==> src/common/usb_hs_pkg.sv <==
package usb_hs_pkg;

  // Register indices as printed, byte address is four times the index
  localparam logic [7:0] IDX_EVENT_FLAGS_ONE = 8'h3a;
  localparam logic [7:0] IDX_EP0_CONTROL     = 8'h3b;
  localparam logic [7:0] IDX_EP12_CONTROL    = 8'h3c;
  localparam logic [7:0] IDX_EP12_EN_STALL   = 8'h37;
  localparam int         ADDR_W              = 12;

  // Event flags one bit positions
  localparam int B_TXD_FLAG     = 7;
  localparam int B_EOP_FLAG     = 6;
  localparam int B_WAKE_FLAG    = 5;
  localparam int B_WAKE_CLEAR   = 4;
  localparam int B_TXD_IE       = 3;
  localparam int B_EOP_IE       = 2;
  localparam int B_TXD_CLEAR    = 1;
  localparam int B_EOP_CLEAR    = 0;
  // Endpoint 0 / endpoint 1-2 control bit positions
  localparam int B_SEQ          = 7;
  localparam int B_CTRL_FORCE_STALL       = 6;
  localparam int B_SELECT       = 6;
  localparam int B_TXE          = 5;
  localparam int B_RXE          = 4;
  localparam int B_FORCE_WAKE   = 4;
  // Endpoint 1-2 enable/stall bit positions
  localparam int B_FIRST_CLEAR  = 6;
  localparam int B_FIRST_FLAG   = 5;
  localparam int B_EN2          = 3;
  localparam int B_EN1          = 2;
  localparam int B_SECOND_EP_FORCE_STALL       = 1;
  localparam int B_FIRST_EP_FORCE_STALL       = 0;

  localparam logic [7:0] RESET_BYTE = 8'h00;
  localparam logic [1:0] AXI_OKAY   = 2'b00;
  localparam logic [1:0] AXI_SLVERR = 2'b10;

  typedef enum logic [1:0] {
    HS_ACK   = 2'b00,
    HS_NAK   = 2'b01,
    HS_STALL = 2'b10,
    HS_NONE  = 2'b11
  } handshake_e;

  typedef enum logic [1:0] {
    TOK_IN    = 2'b00,
    TOK_OUT   = 2'b01,
    TOK_SETUP = 2'b10
  } token_e;

  // Token seen by the serial engine, one-cycle strobe
  typedef struct packed {
    logic       valid;
    token_e     kind;
    logic [3:0] endpoint;
  } token_s;

  // Answer decision for the serial engine
  typedef struct packed {
    logic       valid;
    handshake_e handshake;
    logic       data_one;
    logic [3:0] byte_count;
    logic       use_shared;
  } answer_s;

endpackage

==> src/usb_endpoint_handshake_control.sv <==
// Chosen here: the AXI4-Lite register port.
`timescale 1ns/100ps
// Notes on behaviour
// - Shared transmit flag sets only after shared buffer sent and host ACKed.
// - Shared transmit flag clears only on write of 1 to its clear bit.
// - Endpoint 1/2 IN gets NAK while shared enable low or flag set.
// - End-of-packet flag sets on valid end of packet; clear by writing 1.
// - Interrupt request when end-of-packet flag sets with its enable on.
// - Interrupt request when shared transmit flag sets with its enable on.
// - Wakeup flag sets on bus activity during suspend; cleared by writing 1.
// - Endpoint 0 toggle bit picks DATA1/DATA0; hardware never toggles it.
// - Endpoint 1/2 toggle bit picks DATA1/DATA0; only software changes it.
// - Endpoint 0 stall forces STALL on IN/OUT; SETUP clears stall bit.
// - Endpoint 0 IN gets NAK while transmit enable low or flag set.
// - Endpoint 0 OUT gets NAK while receive enable low or flag set.
// - Four-bit endpoint 0 transmit byte count in bits 3 to 0.
// - Four-bit endpoint 1/2 transmit byte count, reset to zero.
// - Select bit gives buffer to endpoint 2 or 1; mismatch gets NAK.
// - Force-wakeup bit drives K state; does not set wakeup flag.
// - In-before-out flag sets when ep0 tx flag set as rx flag sets.
// - Endpoints 1 and 2 answer IN only while their enable or stall bit is set.
// - Endpoint 1/2 stall bit forces STALL on IN or OUT tokens.
// - Suspend bit blocks all answers and arms wakeup detection.
// - Module disabled ignores all tokens.
module usb_endpoint_handshake_control (
  input  wire logic                      CLK_IN,
  input  wire logic                      SRST_IN,
  input  wire logic [usb_hs_pkg::ADDR_W-1:0] S_AXI_AWADDR_IN,
  input  wire logic                      S_AXI_AWVALID_IN,
  output logic                           S_AXI_AWREADY_OUT,
  input  wire logic [31:0]               S_AXI_WDATA_IN,
  input  wire logic [3:0]                S_AXI_WSTRB_IN,
  input  wire logic                      S_AXI_WVALID_IN,
  output logic                           S_AXI_WREADY_OUT,
  output logic [1:0]                     S_AXI_BRESP_OUT,
  output logic                           S_AXI_BVALID_OUT,
  input  wire logic                      S_AXI_BREADY_IN,
  input  wire logic [usb_hs_pkg::ADDR_W-1:0] S_AXI_ARADDR_IN,
  input  wire logic                      S_AXI_ARVALID_IN,
  output logic                           S_AXI_ARREADY_OUT,
  output logic [31:0]                    S_AXI_RDATA_OUT,
  output logic [1:0]                     S_AXI_RRESP_OUT,
  output logic                           S_AXI_RVALID_OUT,
  input  wire logic                      S_AXI_RREADY_IN,
  input  wire usb_hs_pkg::token_s        TOKEN_IN,
  input  wire logic                      SHARED_TX_ACKED_IN,
  input  wire logic                      CTRL_RX_SETTING_IN,
  input  wire logic                      CTRL_TX_DONE_FLAG_IN,
  input  wire logic                      CTRL_RX_DONE_FLAG_IN,
  input  wire logic                      SUSPEND_BIT_IN,
  input  wire logic                      MODULE_ENABLE_IN,
  input  wire logic                      LINE_DP_IN,
  input  wire logic                      LINE_DM_IN,
  output usb_hs_pkg::answer_s            ANSWER_OUT,
  output logic                           DRIVE_K_OUT,
  output logic                           USB_IRQ_OUT
);
  import usb_hs_pkg::*;

  localparam logic [1:0] LINE_IDLE_J = 2'b01;
  // Cycles for our own K drive to come back through pins and synchroniser
  localparam int         K_ECHO_CYCLES = 3;
  localparam logic [1:0] LINE_SE0    = 2'b00;

  // Control fields
  logic       ctrl_tx_toggle;
  logic       ctrl_force_stall;
  logic       ctrl_tx_enable;
  logic       ctrl_rx_enable;
  logic [3:0] ctrl_tx_byte_count;
  logic       shared_tx_toggle;
  logic       shared_buffer_select;
  logic       shared_tx_enable;
  logic       force_wakeup_drive;
  logic [3:0] shared_tx_byte_count;
  logic       second_ep_enable;
  logic       first_ep_enable;
  logic       second_ep_force_stall;
  logic       first_ep_force_stall;
  logic       shared_tx_irq_enable;
  logic       end_packet_irq_enable;
  // Flags
  logic       shared_tx_done_flag;
  logic       end_packet_flag;
  logic       wakeup_seen_flag;
  logic       in_before_out_flag;

  // Line synchronisers, first stage read only by second
  logic [1:0] line_meta;
  logic [1:0] line_sync;
  logic [1:0] line_prev;
  logic       eop_armed;

  // AXI write side
  logic                 aw_held;
  logic                 w_held;
  logic [ADDR_W-1:0]    aw_addr;
  logic [31:0]          w_data;
  logic [3:0]           w_strb;
  logic                 wr_fire;
  logic [7:0]           wr_idx;
  logic                 wr_hit;
  logic [7:0]           wb;

  function automatic logic idx_mapped(input logic [7:0] idx);
    return idx == IDX_EVENT_FLAGS_ONE || idx == IDX_EP0_CONTROL ||
           idx == IDX_EP12_CONTROL || idx == IDX_EP12_EN_STALL;
  endfunction

  function automatic logic [7:0] word_index(input logic [ADDR_W-1:0] a);
    return a[9:2];
  endfunction

  assign wr_fire = aw_held && w_held && !S_AXI_BVALID_OUT;
  assign wr_idx  = word_index(aw_addr);
  assign wr_hit  = wr_fire && w_strb[0] && (aw_addr[ADDR_W-1:10] == '0) &&
                   idx_mapped(wr_idx);
  assign wb      = w_data[7:0];

  function automatic logic wr_to(input logic hit, input logic [7:0] idx,
                                 input logic [7:0] target);
    return hit && idx == target;
  endfunction

  logic w_flags;
  logic w_ep0;
  logic w_ep12;
  logic w_enst;
  assign w_flags = wr_to(wr_hit, wr_idx, IDX_EVENT_FLAGS_ONE);
  assign w_ep0   = wr_to(wr_hit, wr_idx, IDX_EP0_CONTROL);
  assign w_ep12  = wr_to(wr_hit, wr_idx, IDX_EP12_CONTROL);
  assign w_enst  = wr_to(wr_hit, wr_idx, IDX_EP12_EN_STALL);

  always_ff @(posedge CLK_IN) begin
    if (SRST_IN) begin
      aw_held           <= 1'b0;
      aw_addr           <= '0;
      S_AXI_AWREADY_OUT <= 1'b0;
    end else begin
      S_AXI_AWREADY_OUT <= !aw_held && !S_AXI_AWREADY_OUT;
      if (S_AXI_AWVALID_IN && S_AXI_AWREADY_OUT) begin
        aw_held <= 1'b1;
        aw_addr <= S_AXI_AWADDR_IN;
        S_AXI_AWREADY_OUT <= 1'b0;
      end else if (wr_fire) begin
        aw_held <= 1'b0;
      end
    end
  end

  always_ff @(posedge CLK_IN) begin
    if (SRST_IN) begin
      w_held           <= 1'b0;
      w_data           <= '0;
      w_strb           <= '0;
      S_AXI_WREADY_OUT <= 1'b0;
    end else begin
      S_AXI_WREADY_OUT <= !w_held && !S_AXI_WREADY_OUT;
      if (S_AXI_WVALID_IN && S_AXI_WREADY_OUT) begin
        w_held <= 1'b1;
        w_data <= S_AXI_WDATA_IN;
        w_strb <= S_AXI_WSTRB_IN;
        S_AXI_WREADY_OUT <= 1'b0;
      end else if (wr_fire) begin
        w_held <= 1'b0;
      end
    end
  end

  always_ff @(posedge CLK_IN) begin
    if (SRST_IN) begin
      S_AXI_BVALID_OUT <= 1'b0;
      S_AXI_BRESP_OUT  <= AXI_OKAY;
    end else if (wr_fire) begin
      S_AXI_BVALID_OUT <= 1'b1;
      S_AXI_BRESP_OUT  <= ((aw_addr[ADDR_W-1:10] == '0) && idx_mapped(wr_idx)) ?
                          AXI_OKAY : AXI_SLVERR;
    end else if (S_AXI_BREADY_IN) begin
      S_AXI_BVALID_OUT <= 1'b0;
    end
  end

  // Control registers, written through byte lane 0 only
  always_ff @(posedge CLK_IN) begin
    if (SRST_IN) begin
      {ctrl_tx_toggle, ctrl_tx_enable, ctrl_rx_enable} <= 3'b000;
      ctrl_tx_byte_count <= RESET_BYTE[3:0];
    end else if (w_ep0) begin
      ctrl_tx_toggle     <= wb[B_SEQ];
      ctrl_tx_enable     <= wb[B_TXE];
      ctrl_rx_enable     <= wb[B_RXE];
      ctrl_tx_byte_count <= wb[3:0];
    end
  end

  // SETUP clears stall, taking precedence over a write
  always_ff @(posedge CLK_IN) begin
    if (SRST_IN) begin
      ctrl_force_stall <= 1'b0;
    end else if (TOKEN_IN.valid && MODULE_ENABLE_IN && TOKEN_IN.kind == TOK_SETUP &&
                 TOKEN_IN.endpoint == 4'h0) begin
      ctrl_force_stall <= 1'b0;
    end else if (w_ep0) begin
      ctrl_force_stall <= wb[B_CTRL_FORCE_STALL];
    end
  end

  always_ff @(posedge CLK_IN) begin
    if (SRST_IN) begin
      {shared_tx_toggle, shared_buffer_select, shared_tx_enable} <= 3'b000;
      force_wakeup_drive   <= 1'b0;
      shared_tx_byte_count <= RESET_BYTE[3:0];
    end else if (w_ep12) begin
      shared_tx_toggle     <= wb[B_SEQ];
      shared_buffer_select <= wb[B_SELECT];
      shared_tx_enable     <= wb[B_TXE];
      force_wakeup_drive   <= wb[B_FORCE_WAKE];
      shared_tx_byte_count <= wb[3:0];
    end
  end

  always_ff @(posedge CLK_IN) begin
    if (SRST_IN) begin
      {second_ep_enable, first_ep_enable} <= 2'b00;
      {second_ep_force_stall, first_ep_force_stall} <= 2'b00;
    end else if (w_enst) begin
      second_ep_enable      <= wb[B_EN2];
      first_ep_enable       <= wb[B_EN1];
      second_ep_force_stall <= wb[B_SECOND_EP_FORCE_STALL];
      first_ep_force_stall  <= wb[B_FIRST_EP_FORCE_STALL];
    end
  end

  always_ff @(posedge CLK_IN) begin
    if (SRST_IN) begin
      shared_tx_irq_enable  <= 1'b0;
      end_packet_irq_enable <= 1'b0;
    end else if (w_flags) begin
      shared_tx_irq_enable  <= wb[B_TXD_IE];
      end_packet_irq_enable <= wb[B_EOP_IE];
    end
  end

  // Line sampling; idle J is D- high, D+ low at low speed
  always_ff @(posedge CLK_IN) begin
    if (SRST_IN) begin
      line_meta <= LINE_IDLE_J;
      line_sync <= LINE_IDLE_J;
      line_prev <= LINE_IDLE_J;
      eop_armed <= 1'b0;
    end else begin
      line_meta <= {LINE_DP_IN, LINE_DM_IN};
      line_sync <= line_meta;
      line_prev <= line_sync;
      if (line_sync == LINE_SE0) begin
        eop_armed <= 1'b1;
      end else if (line_sync == LINE_IDLE_J || line_sync != line_prev) begin
        eop_armed <= 1'b0;
      end
    end
  end

  logic eop_seen;
  logic activity_seen;
  logic [K_ECHO_CYCLES-1:0] k_echo;
  logic own_k_echo;
  // Released K still shows on the synchronised lines for a few cycles
  assign own_k_echo = force_wakeup_drive || DRIVE_K_OUT || (|k_echo);
  // Valid end of packet: SE0 followed by idle J
  assign eop_seen      = eop_armed && line_sync == LINE_IDLE_J;
  assign activity_seen = line_sync != LINE_IDLE_J;

  // Flags: set wins over clear in the same cycle
  always_ff @(posedge CLK_IN) begin
    if (SRST_IN) begin
      shared_tx_done_flag <= 1'b0;
    // set on ACK of shared buffer
    end else if (SHARED_TX_ACKED_IN) begin
      shared_tx_done_flag <= 1'b1;
    end else if (w_flags && wb[B_TXD_CLEAR]) begin
      shared_tx_done_flag <= 1'b0;
    end
  end

  always_ff @(posedge CLK_IN) begin
    if (SRST_IN) begin
      end_packet_flag <= 1'b0;
    end else if (eop_seen) begin
      end_packet_flag <= 1'b1;
    end else if (w_flags && wb[B_EOP_CLEAR]) begin
      end_packet_flag <= 1'b0;
    end
  end

  always_ff @(posedge CLK_IN) begin
    if (SRST_IN) begin
      wakeup_seen_flag <= 1'b0;
    // activity in suspend, not our own K drive
    end else if (SUSPEND_BIT_IN && activity_seen && !own_k_echo) begin
      wakeup_seen_flag <= 1'b1;
    end else if (w_flags && wb[B_WAKE_CLEAR]) begin
      wakeup_seen_flag <= 1'b0;
    end
  end

  always_ff @(posedge CLK_IN) begin
    if (SRST_IN) begin
      in_before_out_flag <= 1'b0;
    // tx flag still set as rx flag sets
    end else if (CTRL_RX_SETTING_IN && CTRL_TX_DONE_FLAG_IN) begin
      in_before_out_flag <= 1'b1;
    end else if (w_enst && wb[B_FIRST_CLEAR]) begin
      in_before_out_flag <= 1'b0;
    end
  end

  // interrupt on flag rising with enable
  logic shared_prev;
  logic eop_prev;
  always_ff @(posedge CLK_IN) begin
    if (SRST_IN) begin
      shared_prev <= 1'b0;
      eop_prev    <= 1'b0;
      USB_IRQ_OUT <= 1'b0;
    end else begin
      shared_prev <= shared_tx_done_flag;
      eop_prev    <= end_packet_flag;
      USB_IRQ_OUT <= (shared_tx_done_flag && !shared_prev && shared_tx_irq_enable) ||
                     (end_packet_flag && !eop_prev && end_packet_irq_enable);
    end
  end

  // K drive follows the bit; software times it
  always_ff @(posedge CLK_IN) begin
    if (SRST_IN) begin
      DRIVE_K_OUT <= 1'b0;
      k_echo      <= '0;
    end else begin
      DRIVE_K_OUT <= force_wakeup_drive;
      k_echo      <= {k_echo[K_ECHO_CYCLES-2:0], DRIVE_K_OUT};
    end
  end

  // Handshake decision
  always_ff @(posedge CLK_IN) begin
    if (SRST_IN) begin
      ANSWER_OUT <= '{valid: 1'b0, handshake: HS_NONE, data_one: 1'b0,
                      byte_count: 4'h0, use_shared: 1'b0};
    end else begin
      ANSWER_OUT <= '{valid: 1'b0, handshake: HS_NONE, data_one: 1'b0,
                      byte_count: 4'h0, use_shared: 1'b0};
      if (TOKEN_IN.valid && MODULE_ENABLE_IN && !SUSPEND_BIT_IN) begin
        ANSWER_OUT.valid <= 1'b1;
        case (TOKEN_IN.endpoint)
          4'h0: begin
            if (TOKEN_IN.kind == TOK_SETUP) begin
              ANSWER_OUT.handshake <= HS_ACK;
            end else if (ctrl_force_stall) begin
              ANSWER_OUT.handshake <= HS_STALL;
            end else if (TOKEN_IN.kind == TOK_IN) begin
              ANSWER_OUT.handshake <= (!ctrl_tx_enable || CTRL_TX_DONE_FLAG_IN) ?
                                      HS_NAK : HS_ACK;
              ANSWER_OUT.data_one   <= ctrl_tx_toggle;
              ANSWER_OUT.byte_count <= ctrl_tx_byte_count;
            end else begin
              ANSWER_OUT.handshake <= (!ctrl_rx_enable || CTRL_RX_DONE_FLAG_IN) ?
                                      HS_NAK : HS_ACK;
            end
          end
          4'h1, 4'h2: begin
            if ((TOKEN_IN.endpoint == 4'h1) ? first_ep_force_stall
                                             : second_ep_force_stall) begin
              ANSWER_OUT.handshake <= HS_STALL;
            end else if (TOKEN_IN.kind != TOK_IN ||
                         !((TOKEN_IN.endpoint == 4'h1) ? first_ep_enable
                                                        : second_ep_enable)) begin
              ANSWER_OUT.valid <= 1'b0;
            end else if (!shared_tx_enable || shared_tx_done_flag ||
                         shared_buffer_select != (TOKEN_IN.endpoint == 4'h2)) begin
              ANSWER_OUT.handshake <= HS_NAK;
            end else begin
              ANSWER_OUT.handshake  <= HS_ACK;
              ANSWER_OUT.data_one   <= shared_tx_toggle;
              ANSWER_OUT.byte_count <= shared_tx_byte_count;
              ANSWER_OUT.use_shared <= 1'b1;
            end
          end
          default: begin
            ANSWER_OUT.valid <= 1'b0;
          end
        endcase
      end
    end
  end

  // AXI read side
  logic [7:0] rd_byte;
  logic [7:0] rd_idx;
  assign rd_idx = word_index(S_AXI_ARADDR_IN);
  always_comb begin
    rd_byte = 8'h00;
    case (rd_idx)
      IDX_EVENT_FLAGS_ONE: rd_byte = {shared_tx_done_flag, end_packet_flag,
                                      wakeup_seen_flag, 1'b0, shared_tx_irq_enable,
                                      end_packet_irq_enable, 2'b00};
      IDX_EP0_CONTROL:     rd_byte = {ctrl_tx_toggle, ctrl_force_stall, ctrl_tx_enable,
                                      ctrl_rx_enable, ctrl_tx_byte_count};
      IDX_EP12_CONTROL:    rd_byte = {shared_tx_toggle, shared_buffer_select,
                                      shared_tx_enable, force_wakeup_drive,
                                      shared_tx_byte_count};
      IDX_EP12_EN_STALL:   rd_byte = {2'b00, in_before_out_flag, 1'b0, second_ep_enable,
                                      first_ep_enable, second_ep_force_stall,
                                      first_ep_force_stall};
      default:             rd_byte = 8'h00;
    endcase
  end

  always_ff @(posedge CLK_IN) begin
    if (SRST_IN) begin
      S_AXI_ARREADY_OUT <= 1'b0;
      S_AXI_RVALID_OUT  <= 1'b0;
      S_AXI_RDATA_OUT   <= '0;
      S_AXI_RRESP_OUT   <= AXI_OKAY;
    end else begin
      S_AXI_ARREADY_OUT <= !S_AXI_RVALID_OUT && !S_AXI_ARREADY_OUT && S_AXI_ARVALID_IN;
      if (S_AXI_ARVALID_IN && S_AXI_ARREADY_OUT) begin
        S_AXI_RVALID_OUT <= 1'b1;
        S_AXI_RDATA_OUT  <= {24'h000000, rd_byte};
        S_AXI_RRESP_OUT  <= ((S_AXI_ARADDR_IN[ADDR_W-1:10] == '0) && idx_mapped(rd_idx)) ?
                            AXI_OKAY : AXI_SLVERR;
      end else if (S_AXI_RREADY_IN) begin
        S_AXI_RVALID_OUT <= 1'b0;
      end
    end
  end

endmodule

==> config.mk <==
export PLATFORM = sky130hd
export DESIGN_NAME = usb_endpoint_handshake_control
export DESIGN_NICKNAME = d
export VERILOG_FILES = /design/src/common/usb_hs_pkg.sv /design/src/usb_endpoint_handshake_control.sv
export SDC_FILE = /design/constraint.sdc
export NUM_CORES = 1
export LEC_CHECK = 0
export BUFFER_PORTS_ARGS = -buffer_cell sky130_fd_sc_hd__buf_2
export CAP_MARGIN = 20
export CORE_MARGIN = 2
export CORE_UTILIZATION = 25
export CTS_CLUSTER_SIZE = 12
export DETAILED_ROUTE_END_ITERATION = 10
export PLACE_DENSITY = 0.52
export RECOVER_POWER = 50
export SETUP_SLACK_MARGIN = 0.15
export SLEW_MARGIN = 20
export SYNTH_ARGS = -nofsm -noshare
export SYNTH_HDL_FRONTEND = slang
export SYNTH_SLANG_ARGS = --single-unit
==> constraint.sdc <==
create_clock -name CLK_IN -period 1.5 [get_ports CLK_IN]
set_input_delay 0.15 -clock CLK_IN [delete_from_list [all_inputs] [get_ports CLK_IN]]
set_output_delay 0.15 -clock CLK_IN [all_outputs]
set_load 0.1 [all_outputs]
==> results of run 1 <==
==> final timing paths <==
kind | from | slack [ns] | depth (start not counted) | to
setup reg to reg | aw_addr[11] | 0.05 | 6 | ctrl_force_stall
hold / removal | LINE_DP_IN | 0.03 | 2 | line_meta[1]
hold reg to reg | line_meta[0] | 0.41 | 1 | line_sync[0]
setup / recovery | aw_addr[11] | 0.05 | 6 | ctrl_force_stall
==> registers in the layout, summed over array words and instances, names as in the netlist, 2 cells and up <==
register / count
shared_tx_byte_count: 4
ANSWER_OUT: 9
line_sync: 2
line_meta: 2
line_prev: 2
aw_addr: 10
w_data: 8
ctrl_tx_byte_count: 4
S_AXI_RDATA_OUT: 8
k_echo: 3
==> per-layer routing <==
layer / wire length (µm) / share of wire / track usage / vias up
met5: 0 / 0 / 0 / -
met4: 235 / 0.026 / 0.04967 / 0
met3: 385 / 0.042 / 0.02964 / 19
met2: 4377 / 0.48 / 0.2032 / 76
met1: 4212 / 0.46 / 0.1476 / 1435
li1: - / - / - / 1542
==> cell families after synthesis <==
| logic type | Yosys count |
|---|---|
| AO/OA/AOI/OAI | 77 |
| buffers and inverters | 49 |
| XOR/XNOR | 1 |
| AND/OR/NAND/NOR | 161 |
| multiplexers | 24 |
| other | 1 |
| flip-flops | 85 |
==> metrics by stage <==
| stage | hold WS [ns] | instances | TNS [ns] | util |
|---|---|---|---|---|
| final | 0.03151 | 681 | 0 | 0.3261 |
| after global routing | 0.03204 | 680 | -0.1016 | 0.3259 |
| after CTS | 0.02965 | 678 | 0 | 0.3238 |
| after detailed placement | 0.3354 | 660 | -0.06770 | 0.2968 |
| after global placement | 0.3402 | 660 | -0.02772 | 0.2968 |
| after floorplan | 0.2487 | 423 | -0.006601 | - |
==> cell usage in the layout, fill, tap and decap left out, drive strengths merged, types with 3 or more instances in the layout <==
cell type,instances
buf,97
dfxtp,85
nand2,55
a21oi,33
nor2,27
conb,26
mux2i,21
nor2b,14
o21ai,13
clkbuf,12
nand2b,9
nor3,8
inv,7
nand3b,5
a32o,5
nor4b,5
and4b,5
a222oi,4
nand4,4
and2,4
and3b,3
nand3,3
a31oi,3
a311oi,3
mux2,3
a22o,3
or2,3
and3,3
clkinv,3
==> area by class of cell <==
class | instances | area [µm²]
flip-flops and latches | 85 | 1715
fillers | 1528 | 9721
clock inverters | 5 | 82.58
well taps | 184 | 230.2
clock buffers | 11 | 252.7
multi-input cells | 289 | 1810
diodes | 1 | 2.502
repair buffers | 99 | 583.1
inverters | 7 | 26.28
==> power breakdown <==
group / internal (W) / switching (W) / leakage [nW] / total [W]
clock network: 0.00155 / 0.000877 / 0.166 / 0.00243
registers: 0.00231 / 0.0000487 / 0.693 / 0.00236
logic: 0.000151 / 0.000528 / 1.18 / 0.000678
total: 0.00401 / 0.00145 / 2.04 / 0.00547
==> what timing repair did <==
action,in CTS,in global routing
endpoints found under the hold margin,1,0
setup buffers,1,2
pin swaps,9,10
hold buffers,1,0
setup endpoints to repair,27,28
resized for setup,10,7
==> results.json, run 1 <==
{
  "htree_levels": 3,
  "max_freq_ghz": 0.6879,
  "die_area_um2": 15600,
  "startpoint_type": "flip-flop",
  "synth_compound_area_frac": 0.1363,
  "cp-end-kind": "flip-flop",
  "status": "completed",
  "overflow": 0,
  "total_power_w": 0.005466,
  "arrival_ns": 1.71,
  "max_stage_delay_ns": 0.33,
  "required_ns": 1.75,
  "row_count": 44,
  "viasPerCell": 4.511,
  "crit_path_top_delay_cell": "dfxtp_2",
  "finalCritPeriodShare": 0.9692,
  "crit_family": "simple AND/OR/NAND/NOR gates",
  "drc": 0,
  "cts_tree": "yes",
  "num_vias": 3072,
  "place_congestion": 0.8004,
  "final_layout_size_suffix_gt1_frac": 0.2984,
  "insertion_delay_ns": 0.33,
  "ir_drop_mv": 0.5898,
  "yosys.area_share.adder": 0,
  "hold_viol_final": 0,
  "netlist_area_um2": 3654,
  "grtUsageTotal": 0.1207,
  "die_x_um": 124.9,
  "antenna_found_initial": 0,
  "synthMuxAreaShare": 0.06678,
  "final_max_slew_viol_count": 0,
  "num_io_pins": 134,
  "setup_violations": 0,
  "synth_top_cell_area_share": 0.4658,
  "dpl.hpwl_um": 7037,
  "synth-main-ff-cell": "dfxtp_1",
  "area_delta_synth_final_pct": 28.73,
  "place_ws_ns": -0.02319,
  "cts_buffers": 9,
  "dpl_cell_area_um2": 4282,
  "leakagePower_nw": 2.035,
  "fin_nets": 573,
  "grt_pass1_wl_um": 15210,
  "root_buffer": "clkbuf_16",
  "synth_xor_area_frac": 0.002397,
  "die_h_um": 124.9,
  "fin_area_um2": 4703,
  "core_area_um2": 14420,
  "fin_crit_ns": 1.454,
  "fin_ws_ns": 0.04621,
  "clk_pin_slew_ns": 0.06,
  "ys_types": 58,
  "synth.most_common_cell": "dfxtp_1",
  "avgSynthCellArea_um2": 9.180,
  "ys_seq_elements": 85,
  "relSlewSlack": 0.6656,
  "synth-simple-area-share": 0.2469,
  "wl_um": 9211,
  "clk_path_buf_depth": 2,
  "grt_max_degree": 74,
  "worst-path-max-fanout": 8,
  "powerDensity_nw_per_um2": 1162,
  "first_iter_violations": 130,
  "synth_common_cells": "dfxtp_1, nand2_1, a21oi_1",
  "max_cap_violations": 0,
  "synth_top_family_by_area": "simple AND/OR/NAND/NOR gates",
  "yosysTopAreaCell": "dfxtp_1",
  "cts_sinks": 85,
  "wl_per_cell_um": 13.53,
  "finClkSkew_ns": 0.006145,
  "syn_inst": 398,
  "path_cells": "nor4b_4, buf_4, nand4_4, buf_8, mux2i_1, a211oi_1",
  "rsz0062_at_grt": "true",
  "grt_pass1_vias": 3082,
  "port_buffers": 76,
  "hold_path_class": "in -> reg",
  "yosysSeqAreaShare": 0.4658,
  "synth-edff-count": 0,
  "ant_nets": 0,
  "ys_warn_count": 0,
  "worst_pin_slew_ns": 0.5016,
  "firstDrtPassIters": 4,
  "start_util": 0.2533,
  "cp_num_buf_inv": 2,
  "async_flop_share": 0,
  "synth_area_leaders": "dfxtp_1, mux2i_1, nand2_1",
  "path_class": "reg -> reg"
}
Power figures use the tool's default switching activity.
==> run 2, diff against run 1 <==
ABC_AREA = 1   (was unset)
PLACE_DENSITY = 0.51   (was 0.52)
==> results.json, run 2 <==
{
  "dpl.hpwl_um": 7979,
  "avgSynthCellArea_um2": 7.392,
  "antenna_found_initial": 0,
  "synth.most_common_cell": "nand2_1",
  "grt_pass1_wl_um": 16480,
  "final_cell_mix": "nand2_1, buf_2, dfxtp_1",
  "ant_nets": 0,
  "ir_drop_mv": 0.6579,
  "syn_inst": 510,
  "cp_num_buf_inv": 2,
  "yosysTopAreaCell": "dfxtp_1",
  "ys_warn_count": 0,
  "status": "completed",
  "synth-simple-area-share": 0.2924,
  "cts_tree": "yes",
  "viasPerCell": 4.306,
  "worst-path-max-fanout": 7,
  "synth_top_family_by_area": "simple AND/OR/NAND/NOR gates",
  "netSwitchingPower_w": 0.001588,
  "synth_area_leaders": "dfxtp_1, nand2_1, nor2_1",
  "synth_compound_area_frac": 0.1271,
  "ys_types": 35,
  "netlist_area_um2": 3770,
  "crit_family": "simple AND/OR/NAND/NOR gates",
  "cp-end-kind": "flip-flop",
  "row_count": 44,
  "top_register": "aw_addr",
  "first_iter_violations": 124,
  "path_class": "reg -> reg",
  "yosysSeqAreaShare": 0.4514,
  "num_io_pins": 134,
  "wl_um": 10620,
  "synth_top_cell_area_share": 0.4514,
  "setup_violations": 0,
  "dpl_cell_area_um2": 4378,
  "switching_share": 0.2968,
  "path_cells": "nand2_1, buf_4, nor3_4, buf_12, nand3_4, nand2_1, nand2_1, nor2_1",
  "finalCritPeriodShare": 0.9445,
  "fin_area_um2": 5015,
  "cts_sinks": 85,
  "p_comb_frac": 0.135,
  "required_ns": 1.78,
  "cp.depth": 8,
  "async_flop_share": 0,
  "die_area_um2": 16080,
  "synth-edff-count": 0,
  "ys_seq_elements": 85,
  "reg2reg_depth": 8,
  "yosys.area_share.adder": 0,
  "final_layout_size_suffix_gt1_frac": 0.3183,
  "place_ws_ns": 0.03249,
  "root_buffer": "clkbuf_16",
  "rsz0062_at_grt": "true",
  "place_congestion": 0.8694,
  "holdPathStages": 3,
  "final_max_slew_viol_count": 0,
  "htree_levels": 3,
  "synth-main-ff-cell": "dfxtp_1",
  "synthMuxAreaShare": 0,
  "startpoint_type": "flip-flop",
  "area_delta_synth_final_pct": 33.02,
  "hold_viol_final": 0,
  "largest_reg_flops": 10,
  "top_regs": "aw_addr (10), ANSWER_OUT (9)",
  "finClkSkew_ns": 0.004848,
  "arrival_ns": 1.70,
  "nFillCells": 1584,
  "clk_path_buf_depth": 2,
  "overflow": 0,
  "hold_path_class": "in -> reg",
  "synth_common_cells": "nand2_1, dfxtp_1, nor2_1",
  "insertion_delay_ns": 0.34,
  "grtUsageTotal": 0.1291,
  "cpMostUsedCell": "nand2_1",
  "port_buffers": 76,
  "holdWs_ns": 0.01099,
  "pwr-share-clk": 0.417,
  "internal_power_w": 0.003762,
  "firstDrtPassIters": 4,
  "grt_max_degree": 19,
  "fin_ws_ns": 0.08325,
  "start_util": 0.2574,
  "max_stage_delay_ns": 0.36,
  "clk_pin_slew_ns": 0.07,
  "fin_nets": 699,
  "antenna_cells": 0,
  "seqPwrFrac": 0.447,
  "leakagePower_nw": 2.252,
  "cts_buffers": 9,
  "die_x_um": 126.8,
  "core_area_um2": 14640,
  "max_freq_ghz": 0.7058,
  "synth_xor_area_frac": 0,
  "num_vias": 3471,
  "powerDensity_nw_per_um2": 1067,
  "wl_per_cell_um": 13.18,
  "drc": 0,
  "crit_path_top_delay_cell": "dfxtp_2",
  "max_cap_violations": 0,
  "die_h_um": 126.8,
  "grt_pass1_vias": 3243,
  "fin_crit_ns": 1.417
}
run 2: repair_timing:
action,CTS,global route
pin swaps,12,20
setup endpoints to repair,26,27
gates resized for setup,17,46
hold buffers,1,0
hold endpoints to repair,1,0
setup buffers,4,7
cloned,1,1
run 2: through the flow:
stage / TNS [ns] / util / std cells / total power [W]
finish: 0 / 0.3424 / 806 / 0.005350
global route: -0.1108 / 0.3424 / 806 / 0.005571
CTS: 0 / 0.3284 / 798 / 0.005396
detailed placement: 0 / 0.2990 / 776 / 0.003131
global placement: 0 / 0.2990 / 776 / 0.003121
floorplan: 0 / - / 535 / 0.003015
run 2: cell type report:
cell class | instances | area, µm² | share of cell area
Inverter | 58 | 222.7 | 0.04441
Multi-Input combinational cell | 356 | 1864 | 0.3718
Clock buffer | 11 | 264.0 | 0.05264
Clock inverter | 5 | 38.79 | 0.007735
Timing Repair Buffer | 107 | 668.1 | 0.1332
Sequential cell | 85 | 1727 | 0.3443
Tap cell | 184 | 230.2 | 0.04591
run 2: final timing paths:
kind | slack (ns) | from | end
setup / recovery | 0.08 | aw_addr[5] | shared_tx_enable
hold / removal | 0.01 | LINE_DP_IN | line_meta[1]
setup reg to reg | 0.08 | aw_addr[5] | shared_tx_enable
hold reg to reg | 0.41 | line_meta[1] | line_sync[1]
run 2: kinds of logic (layout without fill, tap and decap cells):
family          Yosys count  in the layout
simple gates            237            239
buf+inv                  96            181
compound gates           91             91
flops                    85             85
other cells               1             26
run 2: tightest hold or removal path, stage by stage:
cell    delay [ns]
buf_2         0.08
inv_1         0.03
nor2_1        0.06
run 2: layer usage:
layer | global-route usage | vias up | part of all wire
li1 | - | 1808 | -
met3 | 0.03037 | 7 | 0.052
met2 | 0.2046 | 98 | 0.45
met1 | 0.1766 | 1558 | 0.49
met5 | 0 | - | 0
met4 | 0.03491 | 0 | 0.0085
run 2: power groups by stage:
stage / Sequential, W / Combinational (W) / Clock (W)
2_1_floorplan: 0.00249 / 0.000521 / 0
3_3_place_gp: 0.00243 / 0.000691 / 0
3_5_place_dp: 0.00243 / 0.000699 / 0
4_1_cts: 0.00239 / 0.000709 / 0.00230
5_1_grt: 0.00240 / 0.000776 / 0.00239
6_report: 0.00239 / 0.000724 / 0.00223
==> run 3, diff against run 2 <==
REMOVE_ABC_BUFFERS = 1   (was unset)
==> results.json, run 3 (synthesized netlist as in run 2, its figures left out) <==
{
  "viasPerCell": 4.365,
  "fin_crit_ns": 1.435,
  "setup_violations": 0,
  "final_util": 0.3350,
  "max_cap_violations": 0,
  "die_h_um": 126.8,
  "layout.cells.most_common": "dfxtp_1",
  "core_area_um2": 14640,
  "final_cell_mix": "dfxtp_1, nor2_1, nand2_1",
  "first_iter_violations": 161,
  "cts_buffers": 9,
  "fin_nets": 698,
  "grtUsageTotal": 0.1296,
  "finClkSkew_ns": 0.009022,
  "ant_nets": 0,
  "grt_pass1_vias": 3298,
  "dpl.hpwl_um": 7473,
  "final_max_slew_viol_count": 0,
  "dpl_cell_area_um2": 4359,
  "max_freq_ghz": 0.6969,
  "fin_area_um2": 4906,
  "num_io_pins": 134,
  "ir_drop_mv": 0.9885,
  "place_congestion": 0.8322,
  "status": "completed",
  "area_delta_synth_final_pct": 30.14,
  "cp-end-kind": "flip-flop",
  "start_util": 0.2574,
  "path_class": "reg -> reg",
  "clk_path_buf_depth": 2,
  "num_vias": 3514,
  "largest_reg_flops": 10,
  "required_ns": 1.74,
  "grt_pass1_wl_um": 16380,
  "arrival_ns": 1.67,
  "insertion_delay_ns": 0.35,
  "clk_pin_slew_ns": 0.06,
  "powerDensity_nw_per_um2": 1042,
  "root_buffer": "clkbuf_16",
  "top_register": "aw_addr",
  "grt_max_degree": 23,
  "hold_viol_final": 0,
  "wl_per_cell_um": 12.82,
  "rsz0062_at_grt": "true",
  "drc": 0,
  "firstDrtPassIters": 5,
  "overflow": 0,
  "cts_tree": "yes",
  "port_buffers": 76,
  "worst-path-max-fanout": 7,
  "antenna_cells": 0,
  "die_area_um2": 16080,
  "top_regs": "aw_addr (10), ANSWER_OUT (9)",
  "htree_levels": 3,
  "startpoint_type": "flip-flop",
  "cts_sinks": 85,
  "hold_path_class": "in -> reg",
  "wl_um": 10320,
  "antenna_found_initial": 0,
  "final_layout_size_suffix_gt1_frac": 0.2802,
  "die_x_um": 126.8,
  "row_count": 44,
  "leakagePower_nw": 2.209,
  "finalCritPeriodShare": 0.9566
}
## run 3: cell types whose count changed in the layout (fill, tap and decap cells not counted), moves of 3 or more
cell | before | now
dfxtp_2 | 8 | 3
buf_4 | 23 | 20
nor2_2 | 9 | 6
nor2_4 | 6 | 3
clkinv_2 | 1 | 4
dfxtp_4 | 4 | 1
nor2_1 | 72 | 78
dfxtp_1 | 73 | 81
clkbuf_1 | 0 | 3
## run 3: critical path: stages (launching register included)
cell and delay, ns:
dfxtp_1 0.33, nand2_1 0.09, nor2_4 0.16, nand2_4 0.08, nor2_8 0.17, buf_12 0.16, nand4_1 0.18, nand2_1 0.11
a21oi_1 0.06
## run 3: path summary, 6_finish.rpt
| kind | start | end | slack (ns) | cells after the start |
|---|---|---|---|---|
| setup reg to reg | w_held | in_before_out_flag | 0.07 | 8 |
| hold / removal | LINE_DP_IN | line_meta[1] | 0.02 | 3 |
| hold reg to reg | line_meta[1] | line_sync[1] | 0.40 | 2 |
| setup / recovery | w_held | in_before_out_flag | 0.07 | 8 |
## run 3: through the flow
stage                     power (W)  hold slack [ns]  worst slack, ns  std cells  setup TNS (ns)
final                      0.005110          0.01631          0.06503        805               0
after detailed placement   0.003130           0.3416         0.009476        773               0
after global routing       0.005305          0.03061         -0.04436        805         -0.2628
after floorplan            0.002946           0.2191          -0.3552        497          -14.40
after CTS                  0.005158         0.007418          0.05731        802               0
after global placement     0.003121           0.3358          0.05191        773               0
## run 3: repair_timing
action | CTS | global route
buffers inserted | 10 | 3
hold buffers | 1 | 0
hold endpoints to repair | 1 | 0
resized for setup | 18 | 27
pin swaps | 14 | 15
endpoints found under the setup margin | 26 | 27
gates cloned | 2 | 0
## run 3: per-layer routing
layer	vias up	routed length (µm)	GRT usage	part of all wire
li1	1796	-	-	-
met4	0	155	0.03232	0.015
met1	1586	4887	0.1667	0.47
met3	20	728	0.04513	0.071
met2	112	4548	0.2087	0.44
met5	-	0	0	0
## run 3: layout make-up
class	instances	area [µm²]
clock inverter	5	27.53
multi-input combinational	356	1812
sequential	85	1709
tap	184	230.2
clock buffer	11	232.7
inverter	58	222.7
fill	1602	9738
timing repair buffer	106	671.9
## run 3: power breakdown
part	total (W)	leakage, nW	switching (W)	internal (W)
registers	0.00239	0.693	0.0000602	0.00233
clock network	0.00200	0.129	0.000893	0.00111
logic	0.000718	1.39	0.000569	0.000149
total	0.00511	2.21	0.00152	0.00359
